<file path="config.mk">
export PLATFORM = sky130hd
export DESIGN_NAME = mmd_decode
export DESIGN_NICKNAME = d
export VERILOG_FILES = /design/src/core/mmd_pkg.sv /design/src/core/mmd_decode.sv
export SDC_FILE = /design/constraint.sdc
export NUM_CORES = 1
export LEC_CHECK = 0
export BUFFER_PORTS_ARGS = -buffer_cell sky130_fd_sc_hd__buf_2
export CAP_MARGIN = 0
export CORE_ASPECT_RATIO = 0.8
export CORE_MARGIN = 10
export CORE_UTILIZATION = 31
export DETAILED_ROUTE_END_ITERATION = 10
export SLEW_MARGIN = 40
export SYNTH_ARGS = -nofsm -noshare
export SYNTH_HDL_FRONTEND = slang
export SYNTH_SLANG_ARGS = --single-unit
</file>
<file path="constraint.sdc">
create_clock -name mclk_in -period 8.35 [get_ports mclk_in]
set_clock_uncertainty 0.05 [all_clocks]
set_input_delay 1.2525 -clock mclk_in [delete_from_list [all_inputs] [get_ports mclk_in]]
set_output_delay 1.2525 -clock mclk_in [all_outputs]
set_load 0.005 [all_outputs]
</file>
<file path="src/core/mmd_pkg.sv">
// Package: constants and carrier types for the memory map decoder
`default_nettype none
package mmd_pkg;
  // Map geometry
  localparam int PAGE_BITS      = 8;
  localparam int OFFS_BITS      = 16;
  localparam int ADDR_BITS      = 24;
  localparam int IO_ADDR_BITS   = 18;
  localparam int IO_IMM_BITS    = 10;
  localparam int SRAM_BLK_BITS  = 14;
  localparam int ROM_BITS       = 10;
  localparam logic [7:0] PAGE_SRAM = 8'h00;
  localparam logic [7:0] PAGE_ROM  = 8'hFF;
  localparam logic [15:0] ROM_BASE_OFFS = 16'hFC00;
  localparam logic [7:0] IO_INT_PAGE_MAX = 8'h07;
  localparam logic [7:0] BOOT_PAGE_MAX   = 8'h3F;
  // Reset bank boundaries: first page of banks 1..3
  localparam logic [7:0] BANK1_FIRST_RST = 8'h40;
  localparam logic [7:0] BANK2_FIRST_RST = 8'h80;
  localparam logic [7:0] BANK3_FIRST_RST = 8'hC0;
  // Reset fetch address: base of boot ROM
  localparam logic [23:0] RESET_PC = 24'hFF_FC00;
  // Space control register field positions
  localparam int SC_RWAIT_LSB = 0;
  localparam int SC_WWAIT_LSB = 3;
  localparam int SC_WMODE_LSB = 6;
  localparam int SC_CDIV_LSB  = 8;
  localparam int SC_WHOLD_BIT = 11;
  localparam int SC_POL_BIT   = 12;
  localparam int SC_W8_BIT    = 13;
  localparam logic [15:0] SC_RESET = 16'h003F;

  // Per-space access parameters
  typedef struct packed {
    logic       bus8;
    logic       pol_hi;
    logic       whold;
    logic [2:0] clkdiv;
    logic [1:0] wmode;
    logic [2:0] wwait;
    logic [2:0] rwait;
  } mmd_spcfg_t;

  // Fetch address source
  typedef enum logic [1:0] {
    MMD_PC_LINEAR = 2'h0,
    MMD_PC_REL    = 2'h1,
    MMD_PC_DIRECT = 2'h2,
    MMD_PC_IND    = 2'h3
  } mmd_pcsel_t;

  // Off-chip target
  typedef enum logic [2:0] {
    MMD_T_NONE = 3'h0,
    MMD_T_BANK = 3'h1,
    MMD_T_IO   = 3'h2,
    MMD_T_BOOT = 3'h3
  } mmd_tgt_t;

  // Port state machine, one-hot
  typedef enum logic [2:0] {
    MMD_S_IDLE = 3'b001,
    MMD_S_WAIT = 3'b010,
    MMD_S_DONE = 3'b100
  } mmd_st_t;

  // A master request
  typedef struct packed {
    logic        req;
    logic        write;
    logic        io;
    logic        boot;
    logic [23:0] addr;
  } mmd_req_t;

  // Internal select outputs
  typedef struct packed {
    logic        sram;
    logic [1:0]  sram_blk;
    logic        rom;
    logic        io_int;
  } mmd_intsel_t;
endpackage : mmd_pkg
`default_nettype wire

</file>
<file path="src/core/mmd_decode.sv">
// Address generation, map decode and external port sequencing
`default_nettype none
module mmd_decode #(
  parameter int WAIT_BITS = 3
) (
  // Clock, reset, enable
  input  wire logic                 mclk_in,
  input  wire logic                 rst_in,
  input  wire logic                 ce_in,
  // Address generator inputs
  input  wire logic [1:0]           ag_sel_in,
  input  wire logic [15:0]          ag_ptr_in,
  input  wire logic                 data_page_we_in,
  input  wire logic [7:0]           data_page_in,
  // Sequencer inputs
  input  wire mmd_pkg::mmd_pcsel_t  pc_sel_in,
  input  wire logic                 pc_step_in,
  input  wire logic [15:0]          pc_rel_in,
  input  wire logic [23:0]          pc_direct_in,
  input  wire logic                 jump_page_we_in,
  input  wire logic [7:0]           jump_page_in,
  // I/O instruction inputs
  input  wire logic                 io_page_we_in,
  input  wire logic [7:0]           io_page_in,
  input  wire logic [9:0]           io_imm_in,
  // Space configuration
  input  wire logic [2:0]           spcfg_we_in,
  input  wire logic [15:0]          spcfg_in,
  input  wire logic [2:0]           bank_first_we_in,
  input  wire logic [7:0]           bank_first_in,
  // Masters
  input  wire mmd_pkg::mmd_req_t    core_req_in,
  input  wire mmd_pkg::mmd_req_t    dma_req_in,
  input  wire logic                 host_io_in,
  // Addresses out
  output logic [23:0]               program_addr_bus_out,
  output logic [23:0]               data_addr_out,
  output logic [17:0]               io_addr_out,
  // Internal selects
  output mmd_pkg::mmd_intsel_t      int_sel_out,
  // External port
  output logic [3:0]                bank_select_n_out,
  output logic                      io_space_select_n_out,
  output logic                      boot_space_select_n_out,
  output logic [23:0]               ext_addr_out,
  output logic                      ext_we_out,
  output logic                      ext_bus8_out,
  output logic                      ext_whold_out,
  output logic [2:0]                ext_clkdiv_out,
  // Handshake
  output logic                      core_stall_out,
  output logic                      dma_stall_out,
  output logic                      core_done_out,
  output logic                      dma_done_out
);

  // Elaboration check of the wait counter width
  if (WAIT_BITS < 3 || WAIT_BITS > 8) begin : g_bad_wait
    $error("mmd_decode: WAIT_BITS out of range");
  end

  // Whole module state
  typedef struct packed {
    logic [7:0]              data_page_reg0;
    logic [7:0]              data_page_reg1;
    logic [7:0]              jump_page_reg;
    logic [7:0]              io_page_reg;
    logic [23:0]             pc;
    logic [2:0][7:0]         bank_first;
    logic [2:0][15:0]        spcfg;
    mmd_pkg::mmd_st_t        st;
    logic                    owner_dma;
    mmd_pkg::mmd_tgt_t       tgt;
    logic [1:0]              bank;
    logic [23:0]             eaddr;
    logic                    ewe;
    logic [WAIT_BITS-1:0]    wcnt;
  } mmd_state_t;

  mmd_state_t r;
  mmd_state_t next_r;

  mmd_pkg::mmd_req_t   grant;
  logic                pick_dma;
  logic [1:0]          g_bank;
  mmd_pkg::mmd_tgt_t   g_tgt;
  mmd_pkg::mmd_spcfg_t g_cfg;
  mmd_pkg::mmd_spcfg_t a_cfg;
  logic [7:0]          g_page;
  logic [7:0]          dpage;
  logic [1:0]          e_bank;

  // Bank lookup from a page number
  function automatic logic [1:0] bank_of(input logic [7:0] pg,
                                         input logic [2:0][7:0] bf);
    logic [1:0] b;
    b = 2'h0;
    if (pg >= bf[2]) begin
      b = 2'h3;
    end else if (pg >= bf[1]) begin
      b = 2'h2;
    end else if (pg >= bf[0]) begin
      b = 2'h1;
    end
    return b;
  endfunction : bank_of

  // Data and I/O address formation
  always_comb begin
    dpage = ag_sel_in[0] ? r.data_page_reg1 : r.data_page_reg0;
    data_addr_out = {dpage, ag_ptr_in};
    io_addr_out = {r.io_page_reg, io_imm_in};
    program_addr_bus_out = r.pc;
  end

  // Internal decode of the data address and the I/O page
  always_comb begin
    int_sel_out.sram = (dpage == mmd_pkg::PAGE_SRAM);
    int_sel_out.sram_blk = ag_ptr_in[15:14];
    int_sel_out.rom = (dpage == mmd_pkg::PAGE_ROM)
                      && (ag_ptr_in >= mmd_pkg::ROM_BASE_OFFS);
    int_sel_out.io_int = (r.io_page_reg <= mmd_pkg::IO_INT_PAGE_MAX)
                         && (core_req_in.io || host_io_in);
  end

  // Fixed-priority pick; core first, dma waits
  always_comb begin
    pick_dma = !core_req_in.req && dma_req_in.req;
    grant = pick_dma ? dma_req_in : core_req_in;
    g_page = grant.addr[23:16];
    g_bank = bank_of(g_page, r.bank_first);
    g_tgt = mmd_pkg::MMD_T_NONE;
    if (grant.io) begin
      if (grant.addr[17:10] > mmd_pkg::IO_INT_PAGE_MAX) begin
        g_tgt = mmd_pkg::MMD_T_IO;
      end
    end else if (grant.boot) begin
      if (g_page <= mmd_pkg::BOOT_PAGE_MAX) begin
        g_tgt = mmd_pkg::MMD_T_BOOT;
      end
    end else if (g_page != mmd_pkg::PAGE_SRAM
                 && !(g_page == mmd_pkg::PAGE_ROM
                      && grant.addr[15:0] >= mmd_pkg::ROM_BASE_OFFS)) begin
      g_tgt = mmd_pkg::MMD_T_BANK;
    end
    case (g_tgt)
      mmd_pkg::MMD_T_IO:   g_cfg = mmd_pkg::mmd_spcfg_t'(r.spcfg[1]);
      mmd_pkg::MMD_T_BOOT: g_cfg = mmd_pkg::mmd_spcfg_t'(r.spcfg[2]);
      default:             g_cfg = mmd_pkg::mmd_spcfg_t'(r.spcfg[0]);
    endcase
  end

  // Next-state logic
  always_comb begin
    next_r = r;
    // Page registers
    if (data_page_we_in) begin
      if (ag_sel_in[0]) begin
        next_r.data_page_reg1 = data_page_in;
      end else begin
        next_r.data_page_reg0 = data_page_in;
      end
    end
    if (jump_page_we_in) begin
      next_r.jump_page_reg = jump_page_in;
    end
    if (io_page_we_in) begin
      next_r.io_page_reg = io_page_in;
    end
    for (int i = 0; i < 3; i++) begin
      if (bank_first_we_in[i]) begin
        next_r.bank_first[i] = bank_first_in;
      end
      if (spcfg_we_in[i]) begin
        next_r.spcfg[i] = spcfg_in;
      end
    end
    // Program counter
    if (pc_step_in) begin
      case (pc_sel_in)
        mmd_pkg::MMD_PC_LINEAR:
          next_r.pc = r.pc + 24'h00_0001;
        mmd_pkg::MMD_PC_REL:
          next_r.pc = r.pc + {{8{pc_rel_in[15]}}, pc_rel_in};
        mmd_pkg::MMD_PC_DIRECT:
          next_r.pc = pc_direct_in;
        default:
          next_r.pc = {r.jump_page_reg, ag_ptr_in};
      endcase
    end
    // External port sequencer
    case (r.st)
      mmd_pkg::MMD_S_IDLE: begin
        if (grant.req && g_tgt != mmd_pkg::MMD_T_NONE) begin
          next_r.st = mmd_pkg::MMD_S_WAIT;
          next_r.owner_dma = pick_dma;
          next_r.tgt = g_tgt;
          next_r.bank = g_bank;
          next_r.eaddr = grant.addr;
          next_r.ewe = grant.write;
          next_r.wcnt = WAIT_BITS'(grant.write ? g_cfg.wwait : g_cfg.rwait);
        end
      end
      mmd_pkg::MMD_S_WAIT: begin
        if (r.wcnt == '0) begin
          next_r.st = mmd_pkg::MMD_S_DONE;
        end else begin
          next_r.wcnt = r.wcnt - WAIT_BITS'(1);
        end
      end
      mmd_pkg::MMD_S_DONE: begin
        next_r.st = mmd_pkg::MMD_S_IDLE;
        next_r.tgt = mmd_pkg::MMD_T_NONE;
      end
      default: next_r.st = mmd_pkg::MMD_S_IDLE;
    endcase
  end

  // State register
  always_ff @(posedge mclk_in) begin
    if (rst_in) begin
      r.data_page_reg0 <= 8'h00;
      r.data_page_reg1 <= 8'h00;
      r.jump_page_reg  <= 8'h00;
      r.io_page_reg    <= 8'h00;
      r.pc             <= mmd_pkg::RESET_PC;
      r.bank_first     <= {mmd_pkg::BANK3_FIRST_RST,
                           mmd_pkg::BANK2_FIRST_RST,
                           mmd_pkg::BANK1_FIRST_RST};
      r.spcfg          <= {3{mmd_pkg::SC_RESET}};
      r.st             <= mmd_pkg::MMD_S_IDLE;
      r.owner_dma      <= 1'b0;
      r.tgt            <= mmd_pkg::MMD_T_NONE;
      r.bank           <= 2'h0;
      r.eaddr          <= 24'h00_0000;
      r.ewe            <= 1'b0;
      r.wcnt           <= '0;
    end else if (ce_in) begin
      r <= next_r;
    end
  end

  // External strobes and stalls
  always_comb begin
    a_cfg = mmd_pkg::mmd_spcfg_t'(r.tgt == mmd_pkg::MMD_T_IO ? r.spcfg[1]
           : r.tgt == mmd_pkg::MMD_T_BOOT ? r.spcfg[2] : r.spcfg[0]);
    e_bank = r.bank;
    bank_select_n_out = 4'hF;
    if (r.tgt == mmd_pkg::MMD_T_BANK) begin
      bank_select_n_out[e_bank] = 1'b0;
    end
    io_space_select_n_out = !(r.tgt == mmd_pkg::MMD_T_IO);
    boot_space_select_n_out = !(r.tgt == mmd_pkg::MMD_T_BOOT);
    if (a_cfg.pol_hi) begin
      bank_select_n_out = ~bank_select_n_out;
      io_space_select_n_out = ~io_space_select_n_out;
      boot_space_select_n_out = ~boot_space_select_n_out;
    end
    ext_addr_out = r.eaddr;
    ext_we_out = r.ewe && (r.st != mmd_pkg::MMD_S_IDLE);
    ext_bus8_out = a_cfg.bus8;
    ext_whold_out = a_cfg.whold;
    ext_clkdiv_out = a_cfg.clkdiv;
    core_done_out = (r.st == mmd_pkg::MMD_S_DONE) && !r.owner_dma;
    dma_done_out = (r.st == mmd_pkg::MMD_S_DONE) && r.owner_dma;
    core_stall_out = core_req_in.req && !core_done_out
                     && (r.st != mmd_pkg::MMD_S_IDLE
                         || g_tgt != mmd_pkg::MMD_T_NONE);
    dma_stall_out = dma_req_in.req && !dma_done_out
                    && (r.st != mmd_pkg::MMD_S_IDLE || core_req_in.req
                        || g_tgt != mmd_pkg::MMD_T_NONE);
  end

  // Checks
  a_reset_fetch_rom: assert property (@(posedge mclk_in)
    $fell(rst_in) |-> program_addr_bus_out == mmd_pkg::RESET_PC)
    else $error("fetch not at boot ROM after reset");
  a_one_bank_low: assert property (@(posedge mclk_in)
    disable iff (rst_in)
    (r.tgt == mmd_pkg::MMD_T_BANK && !a_cfg.pol_hi)
      |-> $countones(~bank_select_n_out) == 1)
    else $error("bank select not one-hot");
  a_io_int_quiet: assert property (@(posedge mclk_in)
    disable iff (rst_in)
    (r.tgt == mmd_pkg::MMD_T_IO)
      |-> r.eaddr[17:10] > mmd_pkg::IO_INT_PAGE_MAX)
    else $error("internal I/O page driven off-chip");
  a_data_addr_form: assert property (@(posedge mclk_in)
    disable iff (rst_in)
    data_addr_out[15:0] == ag_ptr_in)
    else $error("data address low half wrong");
  a_boot_pages: assert property (@(posedge mclk_in)
    disable iff (rst_in)
    (r.tgt == mmd_pkg::MMD_T_BOOT)
      |-> r.eaddr[23:16] <= mmd_pkg::BOOT_PAGE_MAX)
    else $error("boot select beyond 63 pages");
  a_single_owner: assert property (@(posedge mclk_in)
    disable iff (rst_in)
    !(core_done_out && dma_done_out))
    else $error("two masters served at once");
  a_access_ends: assert property (@(posedge mclk_in)
    disable iff (rst_in)
    (ce_in && r.st == mmd_pkg::MMD_S_WAIT && r.wcnt == '0)
      |=> r.st == mmd_pkg::MMD_S_DONE)
    else $error("wait count not honoured");
  a_pc_linear: assert property (@(posedge mclk_in)
    disable iff (rst_in)
    (ce_in && pc_step_in && pc_sel_in == mmd_pkg::MMD_PC_LINEAR)
      |=> program_addr_bus_out == $past(program_addr_bus_out) + 24'h00_0001)
    else $error("linear fetch did not step");
  a_jump_page: assert property (@(posedge mclk_in)
    disable iff (rst_in)
    (ce_in && pc_step_in && pc_sel_in == mmd_pkg::MMD_PC_IND)
      |=> program_addr_bus_out[23:16] == $past(r.jump_page_reg))
    else $error("indirect jump page wrong");
  a_pc_direct: assert property (@(posedge mclk_in)
    disable iff (rst_in)
    (ce_in && pc_step_in && pc_sel_in == mmd_pkg::MMD_PC_DIRECT)
      |=> program_addr_bus_out == $past(pc_direct_in))
    else $error("direct target not loaded");
  a_io_strobe: assert property (@(posedge mclk_in)
    disable iff (rst_in)
    (r.tgt == mmd_pkg::MMD_T_IO && !a_cfg.pol_hi)
      |-> !io_space_select_n_out && bank_select_n_out == 4'hF)
    else $error("I/O select strobe wrong");
  a_boot_strobe: assert property (@(posedge mclk_in)
    disable iff (rst_in)
    (r.tgt == mmd_pkg::MMD_T_BOOT && !a_cfg.pol_hi)
      |-> !boot_space_select_n_out && io_space_select_n_out)
    else $error("boot select strobe wrong");
  a_rom_decode: assert property (@(posedge mclk_in)
    disable iff (rst_in)
    int_sel_out.rom |-> data_addr_out[23:10] == 14'h3FFF)
    else $error("boot ROM select outside its page");
  a_loser_stall: assert property (@(posedge mclk_in)
    disable iff (rst_in)
    (core_req_in.req && dma_req_in.req && r.st == mmd_pkg::MMD_S_WAIT
     && !r.owner_dma) |-> dma_stall_out)
    else $error("losing master not stalled");

endmodule : mmd_decode
`default_nettype wire

</file>
# [After elaboration in Yosys (flattened, before gate mapping)]
# Index checks and enable logic that the tools add are counted.
[totals] inputBits=188 ff_bits=159 output_inout_bits=111 word_cells=124
[op_classes] n_reduce_logical=47 add_sub_neg=3 n_eq_ne=16 mux=27 n_bitwise=3 magnitude_cmp=10
[op_table] op="one-hot mux 24 bit (3 select lines)" n=1
[op_table] op="two-way mux 37 bit" n=1
[op_table] op=">= comparator 16 bit (second input constant)" n=2
[op_table] op="two-way mux 14 bit" n=2
[op_table] op="two-way mux 28 bit" n=1
[op_table] op="adder 24 x 1 -> 24 bit (second input constant)" n=1
[op_table] op="adder 24 bit" n=1
[op_table] op=">= comparator 8 bit" n=3
[op_table] op="one-hot mux 3 bit (2 select lines)" n=3
[op_table] op="AND reduction 2 bit" n=9
[op_table] op="equality test 8 bit (second input constant)" n=2
[op_table] op="equality test 3 x 2 -> 1 bit (second input constant)" n=5
[op_table] op="two-way mux 3 bit" n=5
[op_table] op="AND reduction 3 bit" n=5
[op_table] op="logical AND 1 bit" n=14
[op_table] op="one-hot mux 6 bit (2 select lines)" n=1
[op_table] op="> comparator 8 x 3 -> 1 bit (second input constant)" n=1
[op_table] op="less-or-equal comparator 8 x 3 -> 1 bit (second input constant)" n=1
[op_table] op="less-or-equal comparator 8 x 6 -> 1 bit (second input constant)" n=1
[op_table] op="logical NOT 8 bit" n=1
[op_table] op="two-way mux 2 bit" n=4
[op_table] op="two-way mux 4 bit" n=2
[op_table] op="two-way mux 8 bit" n=1
[op_table] op="NOT 4 bit" n=2
[op_table] op="other kinds (20)" n=37

# [Longest topological paths before layout]
# Gate-level depths: netlist of run 1.
[logic_depth] word_depth=15 mapped_depth=14 mapped_depth_nobuf=13

# [Worst setup path before layout of run 1]
# Ideal clock, no wire load.
[synth_path] path_type="input -> register" startpoint="input pc_sel_in[0]" endpoint="register r, in the netlist program_addr_bus_out[23]" setup_time_ps=127 path_buffers=3 required_ps=8173 path_stages=14 setup_slack_ps=3895 arrival_time_ps=4278 path_cell_list="clkbuf_1 > nor2b_1 > clkbuf_1 > and2_1 > ha_1 > clkbuf_1 > a21o_1 > o2bb2ai_1 > or3_1 > o21ai_0 > a31oi_1 > or4b_2 > nand3_1 > o211ai_1"
[synth_via] elab_chain_len=2 word_cells_on_any_way=4 classes_between="eq/ne: 2; mux: 1; reduce/logical: 1"
[synth_rtl] element="start, declared" line="mmd_decode.sv:16" source="input wire mmd_pkg::mmd_pcsel_t pc_sel_in,"
[synth_rtl] element="equality test 2 bit, or another cell as far along" line="mmd_decode.sv:180" source="case (pc_sel_in)"
[synth_rtl] element="one-hot mux 24 bit (3 select lines) (*)" line="mmd_decode.sv:180"
[synth_rtl] element="end signal, assigned" line="mmd_decode.sv:239" source="r <= next_r;"
[synth_rtl] element="end, declared" line="mmd_decode.sv:80" source="mmd_state_t r;"
# Every way passes the cells marked *; elsewhere a longest branch is shown, timed or not.
# A chain may end at the register's enable or synchronous reset.

# [Final worst setup path of run 1]
[layout_path] startpoint="input core_req_in[27] (netlist bit)" endpoint="output dma_stall_out"
[layout_via] elab_chain_len=13 word_cells_on_any_way=20 classes_between="order compare: 3; eq/ne: 1; mux: 6; reduce/logical: 10"
[layout_rtl] element="start, declared" line="mmd_decode.sv:32" source="input wire mmd_pkg::mmd_req_t core_req_in,"
[layout_rtl] element="logical NOT 1 bit" line="mmd_decode.sv:128" source="pick_dma = !core_req_in.req && dma_req_in.req;"
[layout_rtl] element="logical AND 1 bit" line="mmd_decode.sv:128"
[layout_rtl] element="two-way mux 28 bit" line="mmd_decode.sv:129" source="grant = pick_dma ? dma_req_in : core_req_in;"
[layout_rtl] element=">= comparator 16 bit or equality test 8 bit (tied branches)" line="mmd_decode.sv:143, mmd_decode.sv:142"
[layout_rtl] element="logical AND 1 bit" line="mmd_decode.sv:143" source="&& grant.addr[15:0] >= mmd_pkg::ROM_BASE_OFFS)) begin"
[layout_rtl] element="logical NOT 1 bit" line="mmd_decode.sv:142" source="&& !(g_page == mmd_pkg::PAGE_ROM"
[layout_rtl] element="logical AND 1 bit" line="mmd_decode.sv:142"
[layout_rtl] element="two-way mux 1 bit" line="mmd_decode.sv:141" source="end else if (g_page != mmd_pkg::PAGE_SRAM"
[layout_rtl] element="two-way mux 3 bit" line="mmd_decode.sv:137" source="end else if (grant.boot) begin"
[layout_rtl] element="two-way mux 3 bit" line="mmd_decode.sv:133" source="if (grant.io) begin"
[layout_rtl] element="nonzero test 3 bit" line="mmd_decode.sv:271" source="|| g_tgt != mmd_pkg::MMD_T_NONE);"
[layout_rtl] element="logical OR 1 bit (*)" line="mmd_decode.sv:271"
[layout_rtl] element="logical AND 1 bit (*)" line="mmd_decode.sv:270" source="&& (r.st != mmd_pkg::MMD_S_IDLE || core_req_in.req"
[layout_rtl] element="end, declared" line="mmd_decode.sv:52" source="output logic dma_stall_out,"
# Marked as above.

==> run_results.csv, run 1 <==
group,metric,value,unit
detailed_routing,vias,8890,
detailed_routing,post_drt_wl_per_cell,17.56,um
grt,grt_max_degree,72,
clocking,holdBufCountCts,0,
clocking,cts_buffers,17,
yosys,yosysSeqAreaShare,32.37,%
clocking,clock_path_buffers,2,
timing,fmax,185.4,MHz
yosys,synth_xor_xnor_area_share,2.050,%
critical_path,slowest_stage,"or4_1",
die,dieArea,0.03773,mm2
critical_path,cp_top_family,"simple AND/OR/NAND/NOR gates",
yosys,async_flop_share,0,%
clocking,cts-resized-gates,0,
yosys,synthAdderAreaFrac,6.736,%
yosys,synth.avg_cell_area,7.673,um2
finish,area_delta_synth_final,17.60,%
die,die_h,175.7,um
hold_path,hold_path.class,"register to register",
placement,gp_congestion,0.8537,
detailed_routing,ant_nets,0,
placement,post_dp_cell_area,0.01044,mm2
critical_path,arrival,4090,ps
yosys,ys_ff_latch,152,
grt,grt_usage,16.01,%
critical_path,reg2reg_setup_slack,5030,ps
timing,hold_viol_final,0,
yosys,synth_compound_area_share,16.21,%
yosys,synth.cell_area,0.009399,mm2
critical_path,path_class,"input port to output port",
detailed_routing,drt_pass1_iterations,6,
grt,grt.overflow.total,0,
finish,layout_commonest_cell,"buf_2",
clocking,cts_tree,"yes",
yosys,synth_cell_type_count,69,
grt,grt_pass1_vias,8519,
grt,antenna_found_initial,3,
clocking,htreeDepth,4,
placement,port_buffers,273,
detailed_routing,drc,0,
yosys,synthMuxAreaShare,7.561,%
pwr,powerDensity,182.8,mW/mm2
critical_path,worstPathCellList,"buf_2 > nand2b_1 > buf_4 > mux2i_1 > or4_1 > o21ai_1 > o22ai_1 > nand2b_1 > nand3_1 > o211a_1 > buf_2",
critical_path,cp_max_fo,18,
critical_path,path_buf_inv,3,
yosys,synth_warnings,0,
yosys,synth_edf_count,0,
pwr,internal_power,1.417,mW
yosys,synth_ff_type,"dfxtp_1",
finish,fin_cells,1794,
detailed_routing,via_per_inst,4.955,
detailed_routing,first_iter_violations,618,
critical_path,startpoint_type,"input port",
die,die_x,214.7,um
die,io_pins,299,
yosys,synth_cells,1225,
die,initial_core_util,31.79,%
flow_run,maxCapViolations,0,
timing,fin_tns_setup,0,ps
pwr,power.leakage,5.039,nW
finish,final_cell_mix,"buf_2, nand2_1, dfxtp_1",
placement,dp_hpwl,24.45,mm
pwr,p_sw,0.6034,mW
timing,finalSetupViolations,0,
clocking,insertion_delay,430,ps
pwr,swShare,29.87,%
detailed_routing,routed_wl,31.50,mm
die,rows,56,
clocking,path_clk_slew,60,ps
critical_path,crit_path_end_kind,"output port",
clocking,cts_num_sinks,152,
clocking,clockRootBuffer,"clkbuf_16",
critical_path,cp.required,7050,ps
clocking,cts_setup_buffers,0,
finish,final_nets,1611,
die,core_area,0.02957,mm2
timing,relSlewSlack,44.84,%
timing,final-max-slew-violation-count,0,
pwr,combPwrFrac,20.5,%
critical_path,slowest_delay,550,ps
pwr,ir_worst_vdd,0.0001154,V
pwr,pwr-share-seq,39.6,%
yosys,yosys.area_share.simple,23.64,%
placement,dp_cells,1760,
status,outcome,"complete, no violations",
pwr,clockPowerShare,39.9,%
timing,final.min_clock_period,5394,ps
finish,drive_above_1_share,24.17,%
timing,holdWs,404.2,ps
yosys,synth_top_family_by_area,"simple AND/OR/NAND/NOR gates",
timing,finalCritPeriodShare,64.60,%
finish,design_area,0.01105,mm2
timing,rsz0062_at_grt,"false",
grt,grt_pass1_wl,48.27,mm
timing,worst_pin_slew,804.4,ps
yosys,synth_fp_nets,1463,
finish,final_core_util,37.38,%
==> flip-flops by register name, indices dropped and copies added (netlist names) <==
signal,cells
program_addr_bus_out,24
e_bank,2
ext_addr_out,24
r,94
io_addr_out,8
==> power groups by stage <==
stage,sequential (mW),combinational [mW],clock (mW)
6_report,0.800,0.414,0.806
5_1_grt,0.806,0.465,0.859
4_1_cts,0.799,0.416,0.830
3_5_place_dp,0.816,0.414,0
3_3_place_gp,0.814,0.409,0
2_1_floorplan,0.806,0.295,0
==> per-layer routing <==
layer | vias to the layer above | wire length [um] | track usage, %
li1 | 4461 | - | -
met1 | 4124 | 14650 | 20.95
met2 | 266 | 14350 | 25.56
met3 | 39 | 1767 | 3.537
met4 | 0 | 743 | 5.279
met5 | - | 0 | 0
==> final timing paths <==
path | from | endpoint | cells after the start
worst min register to register | r[147] | r[147] | 2
worst max register to register | program_addr_bus_out[1] | program_addr_bus_out[23] | 9
worst max-delay path | core_req_in[27] | dma_stall_out | 11
worst min-delay path | r[147] | r[147] | 2
==> metrics by stage <==
step	setup slack [ps]	power (mW)
2_1_floorplan	3895	1.102
3_3_place_gp	2978	1.223
3_5_place_dp	2939	1.230
4_1_cts	2964	2.045
5_1_grt	2742	2.130
6_report	2956	2.020
==> synth_stat cells (3+ instances only) <==
| library cell | count | area (um2) |
|---|---|---|
| and2_1 | 19 | 118.9 |
| a21oi_1 | 114 | 570.6 |
| nor2b_1 | 10 | 62.56 |
| clkbuf_1 | 51 | 191.4 |
| o211ai_1 | 10 | 75.07 |
| buf_1 | 11 | 41.29 |
| or4_1 | 3 | 22.52 |
| nor4_1 | 6 | 37.54 |
| and3_1 | 6 | 37.54 |
| inv_1 | 45 | 168.9 |
| dfxtp_1 | 152 | 3043 |
| buf_4 | 84 | 630.6 |
| nand3_1 | 66 | 330.3 |
| xor2_1 | 10 | 87.58 |
| o31a_1 | 4 | 35.03 |
| nand2b_1 | 13 | 81.33 |
| buf_2 | 3 | 15.01 |
| o22ai_1 | 8 | 50.05 |
| o21ai_0 | 38 | 190.2 |
| nor3b_1 | 3 | 22.52 |
| a31oi_1 | 8 | 50.05 |
| ha_1 | 49 | 613.1 |
| mux2i_1 | 58 | 580.6 |
| a311oi_1 | 15 | 131.4 |
| o31ai_1 | 3 | 22.52 |
| nand2_1 | 227 | 852.1 |
| o21bai_1 | 4 | 30.03 |
| nor3_1 | 17 | 85.08 |
| mux2_2 | 9 | 101.4 |
| a211oi_1 | 14 | 105.1 |
| a221oi_1 | 3 | 26.28 |
| xnor2_1 | 12 | 105.1 |
| nor2_1 | 89 | 334.1 |
| or3_1 | 3 | 18.77 |
| nand3b_1 | 3 | 22.52 |
| a21o_1 | 8 | 60.06 |
| nand4_1 | 9 | 56.30 |
==> layout make-up <==
type / count / area [um2]
diodes: 2 / 5.005
clock buffers: 18 / 429.2
clock inverters: 14 / 172.7
fillers: 3153 / 18520
inverters: 46 / 173.9
multi-input cells: 876 / 5300
flip-flops and latches: 152 / 3043
well taps: 406 / 508.0
repair buffers: 280 / 1421
==> tightest hold or removal path, stage by stage (launching register included) <==
cell and delay, ps:
dfxtp_1 310, nand2_1 50, a21oi_1 50
==> kinds of logic (layout without fill, tap and decap cells) <==
| logic type | after synthesis | after routing |
|---|---|---|
| mux | 69 | 69 |
| flops | 152 | 152 |
| fa+ha+maj | 50 | 50 |
| other cells | 0 | 2 |
| xor+xnor | 22 | 22 |
| simple gates | 487 | 487 |
| buf+inv | 197 | 358 |
| compound gates | 248 | 248 |
(Power assumes the default switching activity.)
==> inputs of run 2 (changes only) <==
ABC_AREA = 1   (was not set)
clock period = 5.5 ns   (was 8.35 ns; I/O delays follow)
==> run 2 against run 1 <==
  * Sequential share of layout area shrank 0.31 points
  * Power increased by 59%
  * Die area increased by 1.0%
  * Critical endpoint unchanged
  * First-iteration DRC count is 9.4% lower
  * Cell area rose by 1.1%
  * Flip-flop and latch count did not move
  * Sequential power is 54% higher
  * Via count rose by 6.8%
==> run_results.csv, run 2 <==
group,metric,value,unit
clocking,insertion_delay,430,ps
critical_path,reg2reg_setup_slack,2430,ps
clocking,cts_num_sinks,152,
die,dieArea,0.03812,mm2
yosys,synth_fp_nets,1645,
critical_path,r2r_cells,13,
finish,fillCellCount,3300,
timing,fin_tns_setup,0,ps
placement,post_dp_cell_area,0.01056,mm2
yosys,yosysMostFrequentCell,"nand2_1",
critical_path,crit_path_end_kind,"output port",
timing,finalCritPeriodShare,71.85,%
detailed_routing,first_iter_violations,560,
yosys,synth_cell_type_count,42,
pwr,ir_worst_vdd,0.0001930,V
timing,final.min_clock_period,3952,ps
detailed_routing,drt_pass1_iterations,5,
timing,final-max-slew-violation-count,0,
yosys,ys_top_cells_by_count,"nand2_1, nor2_1, dfxtp_1, o21ai_0, inv_1",
hold_path,hold_path_end,"r[155]",
hold_path,hold_path.class,"register to register",
yosys,synth_top_area_cell,"dfxtp_1",
detailed_routing,post_drt_wl_per_cell,15.80,um
yosys,yosysSeqAreaShare,32.01,%
detailed_routing,routed_wl,31.56,mm
detailed_routing,vias,9492,
flow_run,maxCapViolations,0,
finish,final_nets,1809,
finish,layout_commonest_cell,"buf_2",
timing,worst_pin_slew,740.6,ps
clocking,holdBufCountCts,0,
yosys,synth_top_cell_area_share,32.01,%
critical_path,startpoint_type,"input port",
clocking,cts_tree,"yes",
timing,relSlewSlack,50.44,%
grt,grt.overflow.total,0,
timing,holdWs,400.6,ps
placement,dp_hpwl,24.55,mm
critical_path,arrival,3080,ps
placement,gp_congestion,0.8978,
finish,largest_register_ffs,94,
clocking,htreeDepth,4,
detailed_routing,ant_nets,0,
finish,regArea,0.003043,mm2
clocking,clock_path_buffers,2,
finish,multi_input_area,0.005002,mm2
critical_path,cp.required,4620,ps
detailed_routing,via_per_inst,4.751,
yosys,synth_edf_count,0,
die,io_pins,299,
detailed_routing,drc,0,
finish,area_delta_synth_final,17.60,%
grt,grt_pass1_wl,48.81,mm
clocking,cts_setup_buffers,0,
critical_path,worstPathCellList,"buf_2 > inv_2 > nand2_2 > nand2_1 > nand2_1 > inv_1 > nand2_1 > nor2_1 > nand2_1 > nand2_1 > nand2_2 > nand2_4 > nand2_4 > nor2_1 > inv_1 > o221ai_1 > inv_1 > buf_2",
critical_path,rr_startpoint,"program_addr_bus_out[0]",
finish,top_register,"r",
yosys,async_flop_share,0,%
finish,final_cell_mix,"buf_2, nand2_1, nor2_1",
die,initial_core_util,31.36,%
yosys,synth_cells,1407,
clocking,cts_buffers,17,
grt,antenna_found_initial,4,
critical_path,path_class,"input port to output port",
die,rows,57,
clocking,path_clk_slew,60,ps
yosys,synth.area.top_cells,"dfxtp_1, nand2_1, o21ai_0, nor2_1, buf_4",
clocking,cts-resized-gates,0,
yosys,synth.avg_cell_area,6.757,um2
hold_path,min_from,"r[155]",
critical_path,crit_path_start,"core_req_in[27]",
placement,port_buffers,273,
yosys,synth_warnings,0,
timing,hold_viol_final,0,
clocking,clockRootBuffer,"clkbuf_16",
pwr,power.leakage,5.665,nW
finish,fin_cells,1998,
die,die_x,215.8,um
critical_path,r2r_end,"program_addr_bus_out[12]",
grt,grt_usage,15.90,%
yosys,ys_ff_latch,152,
status,outcome,"complete, no violations",
finish,drive_above_1_share,21.84,%
yosys,synth.cell_area,0.009507,mm2
die,core_area,0.03031,mm2
die,die_h,176.6,um
timing,fmax,253.0,MHz
finish,design_area,0.01118,mm2
grt,grt_pass1_vias,9031,
pwr,finalPower,3.211,mW
critical_path,cp_common_cell,"nand2_1",
critical_path,slowest_delay,380,ps
grt,grt_max_degree,97,
critical_path,cp_max_fo,29,
pwr,powerDensity,287.2,mW/mm2
timing,rsz0062_at_grt,"false",
critical_path,slowest_stage,"nand2_2",
placement,dp_cells,1965,
yosys,synth_ff_type,"dfxtp_1",
timing,finalSetupViolations,0,
hold_path,min_path_cells,2,
-- run 2: changes by cell type after synthesis, sizes merged, moves of 15 or more --
cell,delta
a221oi,+17
nand2,+38
mux2i,-59
o21ai,+119
inv,+106
a311oi,-15
nor2,+109
and2,-19
clkbuf,-15
-- run 2: critical path: cells and delay by family --
kind	cells	cell delay (ps)
compound gates	1	150
simple gates	11	1350
buf+inv	6	750
-- run 2: worst max path at each step --
stage	end	cells past startpoint
floorplan	program_addr_bus_out[12]	17
global placement	program_addr_bus_out[14]	18
detailed placement	program_addr_bus_out[14]	18
CTS	dma_stall_out	18
global route	dma_stall_out	18
finish	dma_stall_out	18
-- run 2: final cells by class --
class                   count  share of cell area, %
diodes                      1                0.02238
clock buffers              18                  3.928
clock inverters            14                  1.623
inverters                 154                  5.182
multi-input cells         967                  44.75
flip-flops and latches    152                  27.22
well taps                 413                  4.622
repair buffers            279                  12.66
-- run 2: power by group --
part | switching (mW) | internal, mW
Combinational | 0.442 | 0.271
Sequential | 0.0459 | 1.18
Clock | 0.561 | 0.706
-- run 2: cells by family after synthesis --
kind of cell | after synthesis | synth area share (%)
AOI/OAI and AO/OA | 329 | 19.53
xor gates and xnor gates | 7 | 0.6449
adders and majority gates | 50 | 6.660
buffers and inverters | 288 | 15.43
DFF | 152 | 32.01
and+or+nand+nor | 581 | 25.73
-- run 2: per-layer routing --
metal  up-vias  track usage, %  part of all wire (%)
met5         -               0                  0.10
met4         4           4.890                   2.2
met3        45           4.578                   5.8
met2       241           26.06                    46
met1      4313           19.83                    45
li1       4889               -                     -
-- run 2: metrics by stage --
step,setup WS (ps),utilization [%]
2_1_floorplan,2111,-
3_3_place_gp,1236,34.80
3_5_place_dp,1226,34.83
4_1_cts,1545,36.88
5_1_grt,1290,36.88
6_report,1548,36.88
